File: src/include/ldc_map.svh
`ifndef LDC_MAP_SVH
`define LDC_MAP_SVH
`define LDC_DEV_ADDR      7'h4f
`define LDC_REG_ADDR      8'h01
`define LDC_CTRL_RESET    8'h00
`define LDC_MODE_BIT      5
`define LDC_CODE_MSB      4
`define LDC_BIT_LAST      3'h0
`define LDC_BIT_FIRST     3'h7
`endif

File: src/include/ldc_pkg.sv
package ldc_pkg;
  // one-hot frame states
  typedef enum logic [5:0] {
    LDC_IDLE  = 6'h01,
    LDC_ADDR  = 6'h02,
    LDC_REGA  = 6'h04,
    LDC_DATA  = 6'h08,
    LDC_ACK   = 6'h10,
    LDC_SKIP  = 6'h20
  } ldc_state_t;

  // analog control outputs
  typedef struct packed {
    logic       pump_on;
    logic       first_sink_on;
    logic       second_sink_on;
    logic       second_sink_fixed;
    logic [4:0] current_code;
  } ldc_led_ctrl_t;
endpackage

File: src/design/ldc_i2c_ctrl.sv
`timescale 1ns/1ns
`include "ldc_map.svh"

// What this block does
// - the target answers only to address 1001111 with the write bit low.
// - the target never drives data, only acknowledge bits.
// - bits 7 and 6 of the control register are reserved.
// - bit 5 low selects normal mode with both sinks adjustable.
// - bit 5 high disables sink one and fixes sink two at 450 uA.
// - bits 4 to 0 are a binary weighted current code.
// - the current field is latched on the eighth clock of the data byte.
// - an all-zero register turns the pump off and both sinks off.
// - indicator mode stops the pump and detaches sink one.
// - in indicator mode sink two ignores the programmed field.
// - each code step is sixteen times the reference current.
// - overvoltage halts the pump while present, never latching.
module ldc_i2c_ctrl (
  input  wire logic               clk_in,
  input  wire logic               rst_n_in,
  input  wire logic               clk_en_in,
  input  wire logic               scl_in,
  input  wire logic               sda_in,
  output logic                    sda_out,
  output logic                    sda_oe_n_out,
  input  wire logic               overvoltage_monitor_in,
  output logic [7:0]              led_control_reg_out,
  output ldc_pkg::ldc_led_ctrl_t  led_ctrl_out
);

  // ************************************************************
  // pin synchronisers
  // ************************************************************
  logic [2:0] scl_sync_q;
  logic [2:0] sda_sync_q;
  logic [2:0] ovp_sync_q;
  logic       scl_q;
  logic       sda_q;
  logic       ovp_q;

  // three stages; a change counts once stages two and three agree
  always_ff @(posedge clk_in or negedge rst_n_in) begin
    if (!rst_n_in) begin
      scl_sync_q <= 3'h7;
      sda_sync_q <= 3'h7;
      ovp_sync_q <= 3'h0;
    end else if (clk_en_in) begin
      scl_sync_q <= {scl_sync_q[1:0], scl_in};
      sda_sync_q <= {sda_sync_q[1:0], sda_in};
      ovp_sync_q <= {ovp_sync_q[1:0], overvoltage_monitor_in};
    end
  end

  // filtered levels, held until stages agree
  always_ff @(posedge clk_in or negedge rst_n_in) begin
    if (!rst_n_in) begin
      scl_q <= 1'b1;
      sda_q <= 1'b1;
      ovp_q <= 1'b0;
    end else if (clk_en_in) begin
      if (scl_sync_q[1] == scl_sync_q[2]) begin
        scl_q <= scl_sync_q[2];
      end
      if (sda_sync_q[1] == sda_sync_q[2]) begin
        sda_q <= sda_sync_q[2];
      end
      if (ovp_sync_q[1] == ovp_sync_q[2]) begin
        ovp_q <= ovp_sync_q[2];
      end
    end
  end

  // ************************************************************
  // bus events
  // ************************************************************
  logic scl_d1_q;
  logic sda_d1_q;

  always_ff @(posedge clk_in or negedge rst_n_in) begin
    if (!rst_n_in) begin
      scl_d1_q <= 1'b1;
      sda_d1_q <= 1'b1;
    end else if (clk_en_in) begin
      scl_d1_q <= scl_q;
      sda_d1_q <= sda_q;
    end
  end

  logic scl_rise;
  logic scl_fall;
  logic start_ev;
  logic stop_ev;

  // start and stop are data edges while the clock is high
  assign scl_rise = scl_q & ~scl_d1_q;
  assign scl_fall = ~scl_q & scl_d1_q;
  assign start_ev = scl_q & scl_d1_q & sda_d1_q & ~sda_q;
  assign stop_ev  = scl_q & scl_d1_q & ~sda_d1_q & sda_q;

  // ************************************************************
  // frame state machine
  // ************************************************************
  ldc_pkg::ldc_state_t state_q;
  ldc_pkg::ldc_state_t ack_ret_q;
  logic [2:0]          bit_cnt_q;
  logic [7:0]          shift_q;
  logic                ack_drive_q;
  logic [7:0]          ctrl_q;
  logic [7:0]          byte_in;

  assign byte_in = {shift_q[6:0], sda_q};

  // true when the received byte is our write address
  function automatic logic addr_match(input logic [7:0] b);
    addr_match = (b[7:1] == `LDC_DEV_ADDR) && !b[0];
  endfunction

  // bit counter and shifter sample on clock rise
  always_ff @(posedge clk_in or negedge rst_n_in) begin
    if (!rst_n_in) begin
      bit_cnt_q <= `LDC_BIT_FIRST;
      shift_q   <= 8'h00;
    end else if (clk_en_in) begin
      if (start_ev) begin
        bit_cnt_q <= `LDC_BIT_FIRST;
      end else if (scl_rise && (state_q != ldc_pkg::LDC_ACK)) begin
        shift_q   <= byte_in;
        bit_cnt_q <= bit_cnt_q - 3'h1;
      end
    end
  end

  // state moves; ack bits are driven between falling edges
  always_ff @(posedge clk_in or negedge rst_n_in) begin
    if (!rst_n_in) begin
      state_q     <= ldc_pkg::LDC_IDLE;
      ack_ret_q   <= ldc_pkg::LDC_IDLE;
      ack_drive_q <= 1'b0;
    end else if (clk_en_in) begin
      if (start_ev) begin
        state_q     <= ldc_pkg::LDC_ADDR;
        ack_drive_q <= 1'b0;
      end else if (stop_ev) begin
        state_q     <= ldc_pkg::LDC_IDLE;
        ack_drive_q <= 1'b0;
      end else begin
        case (state_q)
          ldc_pkg::LDC_ADDR: begin
            if (scl_rise && bit_cnt_q == `LDC_BIT_LAST) begin
              if (addr_match(byte_in)) begin
                state_q   <= ldc_pkg::LDC_ACK;
                ack_ret_q <= ldc_pkg::LDC_REGA;
              end else begin
                state_q   <= ldc_pkg::LDC_SKIP;
              end
            end
          end
          ldc_pkg::LDC_REGA: begin
            if (scl_rise && bit_cnt_q == `LDC_BIT_LAST) begin
              state_q <= ldc_pkg::LDC_ACK;
              // other register addresses are acked but discard data
              ack_ret_q <= (byte_in == `LDC_REG_ADDR) ?
                           ldc_pkg::LDC_DATA : ldc_pkg::LDC_SKIP;
            end
          end
          ldc_pkg::LDC_DATA: begin
            if (scl_rise && bit_cnt_q == `LDC_BIT_LAST) begin
              state_q   <= ldc_pkg::LDC_ACK;
              ack_ret_q <= ldc_pkg::LDC_SKIP;
            end
          end
          ldc_pkg::LDC_ACK: begin
            // first fall after the eighth bit starts ack, next ends it
            if (scl_fall) begin
              if (!ack_drive_q) begin
                ack_drive_q <= 1'b1;
              end else begin
                ack_drive_q <= 1'b0;
                state_q     <= ack_ret_q;
              end
            end
          end
          ldc_pkg::LDC_IDLE,
          ldc_pkg::LDC_SKIP: begin
            state_q <= state_q;
          end
          default: begin
            state_q     <= ldc_pkg::LDC_IDLE;
            ack_drive_q <= 1'b0;
          end
        endcase
      end
    end
  end

  // open drain data pin: only ever pulled low for ack
  assign sda_out      = 1'b0;
  assign sda_oe_n_out = ~ack_drive_q;

  // ************************************************************
  // control register
  // ************************************************************
  // whole byte latched on the eighth clock rise, not at stop
  always_ff @(posedge clk_in or negedge rst_n_in) begin
    if (!rst_n_in) begin
      ctrl_q <= `LDC_CTRL_RESET;
    end else if (clk_en_in) begin
      if (!start_ev && !stop_ev && state_q == ldc_pkg::LDC_DATA &&
          scl_rise && bit_cnt_q == `LDC_BIT_LAST) begin
        ctrl_q <= byte_in;
      end
    end
  end

  // reserved bits are stored and read out on led_control_reg_out but drive no analog control
  assign led_control_reg_out = ctrl_q;

  // ************************************************************
  // analog controls
  // ************************************************************
  logic mode_ind;
  logic all_zero;

  assign mode_ind = ctrl_q[`LDC_MODE_BIT];
  // reserved bits must not keep the pump alive, so they are left out
  assign all_zero = (ctrl_q[`LDC_MODE_BIT:0] == 6'h00);

  // output decode registered so it changes glitch free
  always_ff @(posedge clk_in or negedge rst_n_in) begin
    if (!rst_n_in) begin
      led_ctrl_out <= '0;
    end else if (clk_en_in) begin
      // pump off when zero, in indicator mode, or overvoltage
      led_ctrl_out.pump_on <= !all_zero && !mode_ind &&
                              !ovp_q;
      led_ctrl_out.first_sink_on  <= !all_zero && !mode_ind;
      led_ctrl_out.second_sink_on <= !all_zero;
      led_ctrl_out.second_sink_fixed <= mode_ind;
      // weight x16 of reference per lsb applied in the mirror
      led_ctrl_out.current_code <= mode_ind ? 5'h00 :
                                   ctrl_q[`LDC_CODE_MSB:0];
    end
  end

endmodule

File: config.mk
export PLATFORM = sky130hd
export DESIGN_NAME = ldc_i2c_ctrl
export DESIGN_NICKNAME = d
export VERILOG_FILES = /design/src/include/ldc_pkg.sv /design/src/design/ldc_i2c_ctrl.sv
export VERILOG_INCLUDE_DIRS = /design/src /design/src/include
export SDC_FILE = /design/constraint.sdc
export NUM_CORES = 1
export LEC_CHECK = 0
export BUFFER_PORTS_ARGS = -buffer_cell sky130_fd_sc_hd__buf_4
export CAP_MARGIN = 30
export CORE_MARGIN = 1.5
export CORE_UTILIZATION = 35
export CTS_CLUSTER_SIZE = 14
export DETAILED_ROUTE_END_ITERATION = 8
export GPL_ROUTABILITY_DRIVEN = 0
export HOLD_SLACK_MARGIN = 0.1
export PLACE_DENSITY_LB_ADDON = 0.3
export SYNTH_ARGS = -nofsm -noshare
export SYNTH_HDL_FRONTEND = slang
export SYNTH_SLANG_ARGS = --single-unit
File: constraint.sdc
create_clock -name clk_in -period 2.5 [get_ports clk_in]
set_input_delay 0.5 -clock clk_in [delete_from_list [all_inputs] [get_ports clk_in]]
set_output_delay 0.5 -clock clk_in [all_outputs]
set_load 0.02 [all_outputs]
### Word-level counts from Yosys, hierarchy flattened

Index checks and enable logic that the tools add are counted.

* add/subtract/negate cells: 1
* equality and inequality tests: 22
* mux-type cells: 22
* bitwise logic cells: 14
* reduce and logical (&&, ||, !) cells: 31

Operator list (count)
* two-way mux 6 bit: 12
* one-hot mux 6 bit (4 select lines): 1
* one-hot mux 6 bit (3 select lines): 1
* != test 4 bit (second input constant): 3
* AND reduction 2 bit: 5
* logical AND 1 bit: 9
* == test 8 x 1 -> 1 bit (second input constant): 1
* != test 2 bit (second input constant): 4
* AND reduction 8 bit: 1
* bitwise AND 1 bit: 7
* == test 7 bit (second input constant): 1
* inverter 1 bit: 7
* == test 6 x 1 -> 1 bit (second input constant): 1
* == test 6 x 2 -> 1 bit (second input constant): 1
* == test 6 x 3 -> 1 bit (second input constant): 1
* == test 6 x 4 -> 1 bit (second input constant): 1
* == test 6 x 5 -> 1 bit (second input constant): 1
* == test 6 bit (second input constant): 1
* zero test 1 bit: 6
* zero test 6 bit: 1
* two-way mux 3 bit: 2
* != test 6 x 5 -> 1 bit (second input constant): 1
* AND reduction 3 bit: 2
* AND reduction 6 bit: 1
* other kinds (13): 19

* register bits: 54
* input bits: 6
* output and inout bits: 19
* word-level logic and storage cells: 109

### Longest topological paths before layout

Gate-level depths: netlist (run 1).

* depth in word-level cells: 9
* mapped depth: 7
* gate-level depth less buffers: 5

### Worst setup path after synthesis (run 1)

OpenSTA, ideal clock, no wires.

* path type: register to register
* from: reg scl_q
* to: reg ctrl_q[0], in the netlist led_control_reg_out[0]
* library setup time: 0.125 ns
* arrival time: 1.890 ns
* required time: 2.375 ns
* setup slack: 0.486 ns
* stages on the path, launching flop included: 6
* path buffers: 1
* period minus slack after synthesis: 2.014 ns
* cell sequence: dfstp_2 > buf_4 > nand3b_1 > or3b_4 > nor4_4 > mux2_2

* word-level cells in the longest chain between the ends: 9
* elaborated cells on any way between the ends: 13
* classes of those cells: bitwise: 6; reduce/logical: 7

RTL lines
* start: declaration: RTL line ldc_i2c_ctrl.sv:36 `logic scl_q;`
* start signal: assignment: RTL line ldc_i2c_ctrl.sv:61 `scl_q <= scl_sync_q[2];`
* bitwise AND 1 bit: RTL line ldc_i2c_ctrl.sv:96, ldc_i2c_ctrl.sv:97
* bitwise AND 1 bit (on tied branches) (2 in series): RTL line ldc_i2c_ctrl.sv:96, ldc_i2c_ctrl.sv:97
* zero test 1 bit: RTL line ldc_i2c_ctrl.sv:207 `if (!start_ev && !stop_ev && state_q == ldc_pkg::LDC_DATA &&`
* logical AND 1 bit (2 in series): RTL line ldc_i2c_ctrl.sv:207
* logical AND 1 bit (*): RTL line ldc_i2c_ctrl.sv:207
* logical AND 1 bit (no line) (*)
* AND reduction 2 bit (no line) (*)
* end signal: assignment: RTL line ldc_i2c_ctrl.sv:205 `` ctrl_q <= `LDC_CTRL_RESET; ``
* end signal: assignment: RTL line ldc_i2c_ctrl.sv:209 `ctrl_q <= byte_in;`
* end: declaration: RTL line ldc_i2c_ctrl.sv:107 `logic [7:0] ctrl_q;`

Mark *: on every way between the ends. The rest lies on a longest branch, timed or not.
A chain may end at the register's enable or synchronous reset.

### Final worst setup path (run 1)

* from: reg scl_q
* to: reg ctrl_q[4], in the netlist led_control_reg_out[4]

Same word-level chain as after synthesis.

==> results.py, run 1 <==
metrics = {
    "run_status": {
        "run_status": "finished clean",
    },
    "clocking": {
        "cts_setup_buffers": 0,
        "cts_resized": 0,
        "hold_buffers": 0,
        "insertion_delay_ps": 310,
        "clkSinkCount": 52,
        "cts_root_buf": "clkbuf_8",
        "clk_pin_slew_worst_paths_ps": 100,
        "numCtsBuffers": 5,
        "cts_tree": "built",
        "cts_max_level": 2,
        "cts_buffer_depth": 2,
    },
    "global_routing": {
        "use_met1_pct": 17.9,
        "grt_start_max_net_pins": 53,
        "grt_util_met2_pct": 18.6,
        "grt_pass1_wl_mm": 7.47,
        "grt_most_used_layer": "met2",
        "grt_pass1_vias": 1576,
        "grt_usage_pct": 12.8,
        "globalRouteMet3Util_pct": 3.41,
        "gr-total-overflow": 0,
        "antenna_found_initial": 0,
    },
    "hold_path": {
        "hp-class": "primary input to asynchronous set/reset pin",
    },
    "die": {
        "die_y_microns": 87.1,
        "coreArea_sq_mm": 0.00683,
        "die_area_sq_mm": 0.00758,
        "io_pins": 25,
        "start_util_pct": 36.2,
        "die_w_microns": 87.1,
        "rows": 30,
    },
    "critical_path": {
        "required_ps": 2700,
        "cp_max_fo": 9,
        "cp-start-kind": "register",
        "cp_slowest_stage_delay_ps": 620,
        "critPathBufInv": 0,
        "cp_top_family": "simple AND/OR/NAND/NOR gates",
        "worstPathArrival_ps": 2370,
        "crit_chain": "nand3b_1, or3b_4, nor4_4, mux2_2",
        "cp_slowest_cell": "dfstp_2",
        "crit_path_end_kind": "register",
        "crit_type": "register to register",
    },
    "placed_design": {
        "hpwl_mm": 2.93,
        "placed_cells": 317,
        "io_buffers": 23,
        "place_ws_ps": 339,
        "placed_cell_area_sq_mm": 0.00274,
    },
    "logic_synthesis": {
        "netlist_top_cells_area": "dfrtp_1, dfstp_2, mux2_2, mux2_4, a21oi_1",
        "synth_ff_type": "dfrtp_1",
        "synthArstFlopShare_pct": 100,
        "synth_edf_count": 0,
        "syn_inst": 205,
        "seq_area_frac_synth_pct": 53.3,
        "yosysUniqueCellTypes": 43,
        "syn_area_sq_mm": 0.00247,
        "synth_warnings": 0,
        "yosys_register_bits": 52,
        "yosys.area.top_type": "dfrtp_1",
        "synth_top_area_share_pct": 37.4,
        "synthTopCellsByCount": "dfrtp_1, mux2_2, dfstp_2",
        "synth_nets": 213,
        "postSynthAreaPerCell_sq_um": 12.1,
        "synth_most_common_cell": "dfrtp_1",
    },
    "timing": {
        "worst_slack_ps": 330,
        "period_share_pct": 86.8,
        "skew_ps": 5.06,
        "post-route-min-period_ps": 2170,
        "final.setup.tns_ps": 0,
        "slew_headroom_pct": 56.9,
        "worst_pin_slew_ps": 647,
        "drv_slew": 0,
        "hold_viol": 0,
        "max_freq_mhz": 461,
        "rsz0062_at_grt": "false",
        "final-setup-viol-count": 0,
    },
    "layout": {
        "multiInputGateArea_sq_mm": 0.00106,
        "layout-drive-gt1-share_pct": 42.4,
        "layoutNonFillerInstCount": 325,
        "seq_area_sq_mm": 0.00132,
        "layout.nets": 236,
        "area_growth_pct": 14.5,
        "design_area_sq_mm": 0.00283,
        "fill_cells": 699,
        "diodes": 0,
    },
    "detailed_routing": {
        "drt_iter0_drc": 44,
        "via_per_inst": 4.78,
        "wl_per_cell_microns": 13.5,
        "routed_wl_mm": 4.38,
        "drc": 0,
        "antenna_left": 0,
        "drtPass1Iterations": 4,
        "vias": 1552,
    },
    "job": {
        "drv_cap": 0,
    },
    "pwr": {
        "powerDensity_mw_per_mm2": 727,
        "irDropWorstVdd_mv": 0.259,
        "leakagePower_nw": 1.25,
        "power_w": 0.00206,
    },
}
## stage by stage
step	hold WS, ps	utilization [%]
2_1_floorplan	204	-
3_3_place_gp	486	40.1
3_5_place_dp	490	40.1
4_1_cts	232	41.5
5_1_grt	259	41.5
6_report	194	41.5
## layout make-up
type / instances / area share, %
clock buffers: 5 / 2.43
multi-input cells: 132 / 37.4
inverters: 11 / 1.46
repair buffers: 26 / 6.89
well taps: 96 / 4.24
clock inverters: 3 / 0.971
flip-flops and latches: 52 / 46.6
## final timing paths
| kind | from | to | slack [ps] | depth (start not counted) |
|---|---|---|---|---|
| max | scl_q | led_control_reg_out[4] | 330 | 4 |
| min | rst_n_in | state_q[2] | 190 | 1 |
| max reg2reg | scl_q | led_control_reg_out[4] | 330 | 4 |
| min reg2reg | ack_ret_q[0] | ack_ret_q[0] | 500 | 1 |
| max in group asynchronous | rst_n_in | ack_drive_q | 1860 | 1 |
| min in group clk_in | overvoltage_monitor_in | ovp_sync_q[0] | 410 | 2 |
## sequential cells by signal, summed over array words and instances (netlist names)
signal and flops:
led_ctrl_out 9, led_control_reg_out 8, shift_q 7, state_q 6
ack_ret_q 4, bit_cnt_q 3, ovp_sync_q 3, scl_sync_q 3
sda_sync_q 3, ack_drive_q 1, ovp_q 1, scl_d1_q 1
scl_q 1, sda_d1_q 1, sda_q 1
## where the power goes
group / internal, W / total [W] / switching [W]
logic: 0.000212 / 0.000409 / 0.000197
registers: 0.00101 / 0.00114 / 0.000127
clock network: 0.000206 / 0.000510 / 0.000304
total: 0.00143 / 0.00206 / 0.000628
## cells in the final DEF (no fill, tap or decap), types with 2 or more instances in the layout
cell type  synthesis  routed
nor3_1             5       5
or3b_4             2       2
a31oi_1            2       2
nand2_1            9       9
mux2_2            29      29
nor4_1             2       2
ha_1               2       2
a21oi_1           14      14
nand3_1            7       7
nand4b_1           2       2
inv_1             11      11
clkbuf_8           0       5
dfstp_2           15      15
mux2_4             6       6
dfrtp_1           37      37
buf_4              2      26
o21ai_0            7       7
nand3b_1           6       6
nand2b_1           3       3
xor2_1             4       4
nor2_1            10      10
mux2i_1            2       2
and2b_2            2       2
## logic make-up after synthesis
family | synth area share (%)
other | 0.152
AOI/OAI and AO/OA | 6.62
and+or+nand+nor | 16.0
muxes | 17.6
xor gates and xnor gates | 1.42
buffers and inverters | 3.79
adders and majority gates | 1.01
DFF | 53.3
## layer usage
metal,up-vias,part of all wire [%]
met1,748,50
li1,762,-
met2,35,43
met5,-,0
met4,0,1.6
met3,7,4.7
Note: power is estimated with default switching activity, not from simulation.
==> run 2: changes to the inputs <==
Clock period 2.5 ns to 1.9 ns, I/O delays scaled along.
==> run 2 against run 1 <==
Effect of this change:
- the flow now finishes with violations (negative setup slack)
- maximum frequency up 14%
- register-to-register slack got worse by 330 ps
- first-iteration DRC count increased by 66%
- critical path depth unchanged
- hold slack got worse by 120 ps
- flip-flop and latch count unchanged
- final area rose by 6.8%
- routed wire length increased by 9.8%
- die area unchanged
- critical path type unchanged
- largest cell class unchanged
- highest routed layer unchanged
==> results.py, run 2 (synthesis gave the netlist of run 1 again) <==
metrics = {
    "clocking": {
        "insertion_delay_ps": 310,
        "numCtsBuffers": 5,
        "clk_pin_slew_worst_paths_ps": 100,
        "cts_max_level": 2,
        "clkSinkCount": 52,
        "cts_buffer_depth": 2,
        "cts_root_buf": "clkbuf_8",
        "cts_tree": "built",
    },
    "critical_path": {
        "crit_path_end_kind": "register",
        "r2r_start": "scl_q",
        "crit_chain": "nand3b_1, or3b_4, or3b_4, mux2_4",
        "cp_top_family": "simple AND/OR/NAND/NOR gates",
        "required_ps": 2100,
        "cp_slowest_cell": "dfstp_2",
        "cp_max_fo": 4,
        "cp-start-kind": "register",
        "critPathBufInv": 0,
        "crit_type": "register to register",
        "crit_top_cell": "or3b_4",
        "cp_slowest_stage_delay_ps": 540,
        "worstPathArrival_ps": 2100,
        "r2r_setup_slack_ps": -0.2,
        "reg2reg_depth": 4,
        "r2r_end": "ack_ret_q[2]",
    },
    "timing": {
        "hold_viol": 0,
        "worst_slack_ps": -0.162,
        "skew_ps": 3.28,
        "drv_slew": 0,
        "max_freq_mhz": 526,
        "post-route-min-period_ps": 1900,
        "final-setup-viol-count": 1,
        "slew_headroom_pct": 55.8,
        "rsz0062_at_grt": "true",
        "period_share_pct": 100,
        "worst_pin_slew_ps": 663,
    },
    "run_status": {
        "run_status": "finished with violations",
        "violations": "negative setup slack",
    },
    "global_routing": {
        "grt_pass1_vias": 1660,
        "grt_pass1_wl_mm": 8.07,
        "antenna_found_initial": 0,
        "gr-total-overflow": 0,
        "grt_usage_pct": 13.7,
        "grt_start_max_net_pins": 53,
    },
    "hold_path": {
        "hp-class": "primary input to asynchronous set/reset pin",
    },
    "layout": {
        "fill_cells": 667,
        "design_area_sq_mm": 0.00303,
        "layout.nets": 256,
        "final_common_cell": "buf_4",
        "layout-drive-gt1-share_pct": 49.8,
        "final_cell_mix": "buf_4, dfrtp_1, mux2_2",
        "post-route-util_pct": 44.3,
        "largest_register_ff_count": 9,
        "area_growth_pct": 22.3,
        "diodes": 0,
        "layoutNonFillerInstCount": 345,
        "top_register": "led_ctrl_out",
    },
    "pwr": {
        "powerDensity_mw_per_mm2": 953,
        "irDropWorstVdd_mv": 0.389,
        "leakagePower_nw": 1.35,
    },
    "detailed_routing": {
        "routed_wl_mm": 4.81,
        "vias": 1675,
        "wl_per_cell_microns": 14.0,
        "drtPass1Iterations": 4,
        "via_per_inst": 4.86,
        "drt_iter0_drc": 73,
        "antenna_left": 0,
        "drc": 0,
    },
    "die": {
        "rows": 30,
        "coreArea_sq_mm": 0.00683,
        "die_w_microns": 87.1,
        "die_area_sq_mm": 0.00758,
        "io_pins": 25,
        "die_y_microns": 87.1,
        "start_util_pct": 36.2,
    },
    "job": {
        "drv_cap": 0,
    },
    "placed_design": {
        "placed_cell_area_sq_mm": 0.00285,
        "io_buffers": 23,
        "place_ws_ps": -72.5,
        "hpwl_mm": 3.21,
        "placed_cells": 332,
    },
}
-- run 2: where the power goes --
| part | internal [W] | switching, W | total [W] |
|---|---|---|---|
| sequential | 0.00133 | 0.000142 | 0.00147 |
| clock | 0.000271 | 0.000405 | 0.000676 |
| combinational | 0.000391 | 0.000345 | 0.000736 |
| total | 0.00199 | 0.000891 | 0.00289 |
-- run 2: cell type report --
class / count / area [sq um] / share of cell area [%]
flip-flops and latches: 52 / 1320 / 43.6
multi-input cells: 132 / 1100 / 36.3
repair buffers: 46 / 349 / 11.5
well taps: 96 / 120 / 3.97
clock buffers: 5 / 68.8 / 2.27
inverters: 11 / 41.3 / 1.36
clock inverters: 3 / 27.5 / 0.909
-- run 2: stage by stage --
step	total power, W	TNS (ps)	hold WS, ps
3_5_place_dp	0.00217	-439	457
3_3_place_gp	0.00214	-274	457
2_1_floorplan	0.00194	-959	84.4
4_1_cts	0.00288	-56.0	113
5_1_grt	0.00306	-107	136
6_report	0.00289	-0.162	77.3
-- run 2: repair_timing --
item | in CTS | in global routing
hold buffers | 0 | 0
endpoints found under the hold margin | 0 | 0
gates cloned | 0 | 0
pin swaps | 3 | 4
buffers inserted | 2 | 3
endpoints found under the setup margin | 18 | 17
gates resized for setup | 6 | 7
-- run 2: worst max-delay path by stage --
stage / depth (start not counted) / from / to
floorplan: 5 / scl_q / led_control_reg_out[0]
global placement: 3 / state_q[0] / shift_q[3]
detailed placement: 3 / state_q[0] / shift_q[2]
CTS: 5 / scl_q / led_control_reg_out[4]
global route: 6 / state_q[0] / state_q[5]
finish: 4 / scl_q / ack_ret_q[2]
-- run 2: metal layers --
layer  wire [microns]  GRT usage (%)  part of all wire [%]  vias to the layer above
met2             2170           20.9                    45                       38
met4               74           5.48                   1.5                        0
met1             2370           18.8                    49                      829
met5                0              0                     0                        -
met3              205           3.22                   4.3                        7
li1                 -              -                     -                      801
==> run 3: changes to the inputs <==
Settings changed: SKIP_LAST_GASP from default to 1.
==> run 3 against run 2 <==
Effect of this change:
- the run still ends with negative setup slack left
- count of clock-buffer cells in the layout stayed put
- routed wire length rose by 0.10%
- non-clock buffer count is 1 higher
- cell count up 0.29%
- critical path type unchanged
- combinational power is 1% higher
==> results.py, run 3 (synthesis gave the netlist of run 1 again) <==
metrics = {
    "clocking": {
        "clkSinkCount": 52,
        "numCtsBuffers": 5,
        "cts_max_level": 2,
        "clk_pin_slew_worst_paths_ps": 100,
        "cts_root_buf": "clkbuf_8",
        "cts_tree": "built",
        "insertion_delay_ps": 310,
        "hold_buffers": 0,
        "cts_buffer_depth": 2,
    },
    "timing": {
        "drv_slew": 0,
        "hold_viol": 0,
        "slew_headroom_pct": 56.4,
        "rsz0062_at_grt": "true",
        "period_share_pct": 100,
        "skew_ps": 4.71,
        "max_freq_mhz": 526,
        "worst_pin_slew_ps": 653,
        "worst_slack_ps": -1.98,
        "final-setup-viol-count": 2,
        "whs_ps": 86.9,
        "post-route-min-period_ps": 1900,
        "final.setup.tns_ps": -3.62,
    },
    "global_routing": {
        "antenna_found_initial": 0,
        "use_met1_pct": 18.8,
        "gr-total-overflow": 0,
        "globalRouteMet3Util_pct": 3.22,
        "grt_usage_pct": 13.7,
        "grt_start_max_net_pins": 53,
        "grt_pass1_wl_mm": 8.07,
        "grt_pass1_vias": 1660,
        "grt_most_used_layer": "met2",
        "grt_util_met2_pct": 20.9,
    },
    "critical_path": {
        "r2r_setup_slack_ps": -2,
        "crit_path_end_kind": "register",
        "cp-startpoint": "scl_q",
        "crit_type": "register to register",
        "cp-start-kind": "register",
        "required_ps": 2100,
        "r2r_start": "scl_q",
        "r2r_end": "ack_ret_q[2]",
        "crit_end": "ack_ret_q[2]",
        "worstPathArrival_ps": 2110,
        "cp_max_fo": 4,
        "reg2reg_depth": 4,
    },
    "placed_design": {
        "hpwl_mm": 3.21,
        "io_buffers": 23,
        "placed_cell_area_sq_mm": 0.00285,
        "place_ws_ps": -72.5,
    },
    "hold_path": {
        "hp-class": "primary input to asynchronous set/reset pin",
    },
    "run_status": {
        "run_status": "finished with violations",
        "violations": "negative setup slack",
    },
    "pwr": {
        "leakagePower_nw": 1.36,
        "irDropWorstVdd_mv": 0.385,
        "powerDensity_mw_per_mm2": 953,
        "power_w": 0.00290,
    },
    "die": {
        "io_pins": 25,
        "rows": 30,
        "die_area_sq_mm": 0.00758,
        "die_w_microns": 87.1,
        "start_util_pct": 36.2,
        "coreArea_sq_mm": 0.00683,
        "die_y_microns": 87.1,
    },
    "detailed_routing": {
        "drt_iter0_drc": 72,
        "vias": 1673,
        "wl_per_cell_microns": 13.9,
        "drc": 0,
        "antenna_left": 0,
        "via_per_inst": 4.84,
        "drtPass1Iterations": 4,
        "routed_wl_mm": 4.82,
    },
    "layout": {
        "top_register": "led_ctrl_out",
        "design_area_sq_mm": 0.00304,
        "final_cell_mix": "buf_4, dfrtp_1, mux2_2",
        "diodes": 0,
        "layout-drive-gt1-share_pct": 49.6,
        "area_growth_pct": 22.8,
        "final_common_cell": "buf_4",
        "largest_register_ff_count": 9,
        "layout.nets": 257,
    },
    "job": {
        "drv_cap": 0,
    },
}
==> run 3: changes by cell type in the layout (fill, tap and decap cells not counted), sizes merged <==
cell and change:
buf +1
==> run 3: how the worst min path moves through the flow <==
stage	from	endpoint	slack [ps]
2_1_floorplan	rst_n_in	ack_drive_q	80
3_3_place_gp	rst_n_in	state_q[2]	460
6_report	rst_n_in	state_q[2]	90
5_1_grt	rst_n_in	ack_ret_q[2]	140
4_1_cts	rst_n_in	state_q[4]	110
3_5_place_dp	rst_n_in	state_q[5]	460
==> run 3: metal layers <==
| metal | up-vias | part of all wire [%] |
|---|---|---|
| li1 | 804 | - |
| met1 | 830 | 49 |
| met2 | 32 | 45 |
| met3 | 7 | 4.0 |
| met4 | 0 | 1.5 |
| met5 | - | 0 |
==> run 3: worst max-delay path: stages (launching register included) <==
cell and delay [ps]:
dfstp_2 540, nand3b_1 100, or3b_4 410, or3b_4 430, mux2_4 310
==> run 3: final cells by class <==
class | count | area [sq um]
clock inverters | 3 | 27.5
flip-flops and latches | 52 | 1320
inverters | 11 | 41.3
repair buffers | 47 | 357
multi-input cells | 132 | 1100
well taps | 96 | 120
clock buffers | 5 | 68.8
fillers | 669 | 3790
==> run 3: repair_timing <==
action | in CTS | in global routing
setup buffers | 2 | 4
hold endpoints to repair | 0 | 0
pin swaps | 3 | 4
gates resized for setup | 5 | 9
setup endpoints to repair | 18 | 17
==> run 3: power breakdown <==
| part | internal (W) | switching, W |
|---|---|---|
| clock network | 0.000272 | 0.000410 |
| logic | 0.000396 | 0.000349 |
| registers | 0.00133 | 0.000137 |
==> run 3: per-stage QoR <==
step | utilization, % | std cells
after floorplan | - | 205
after global placement | 41.7 | 332
after CTS | 43.6 | 342
final | 44.5 | 346
after global routing | 44.5 | 346
after detailed placement | 41.7 | 332
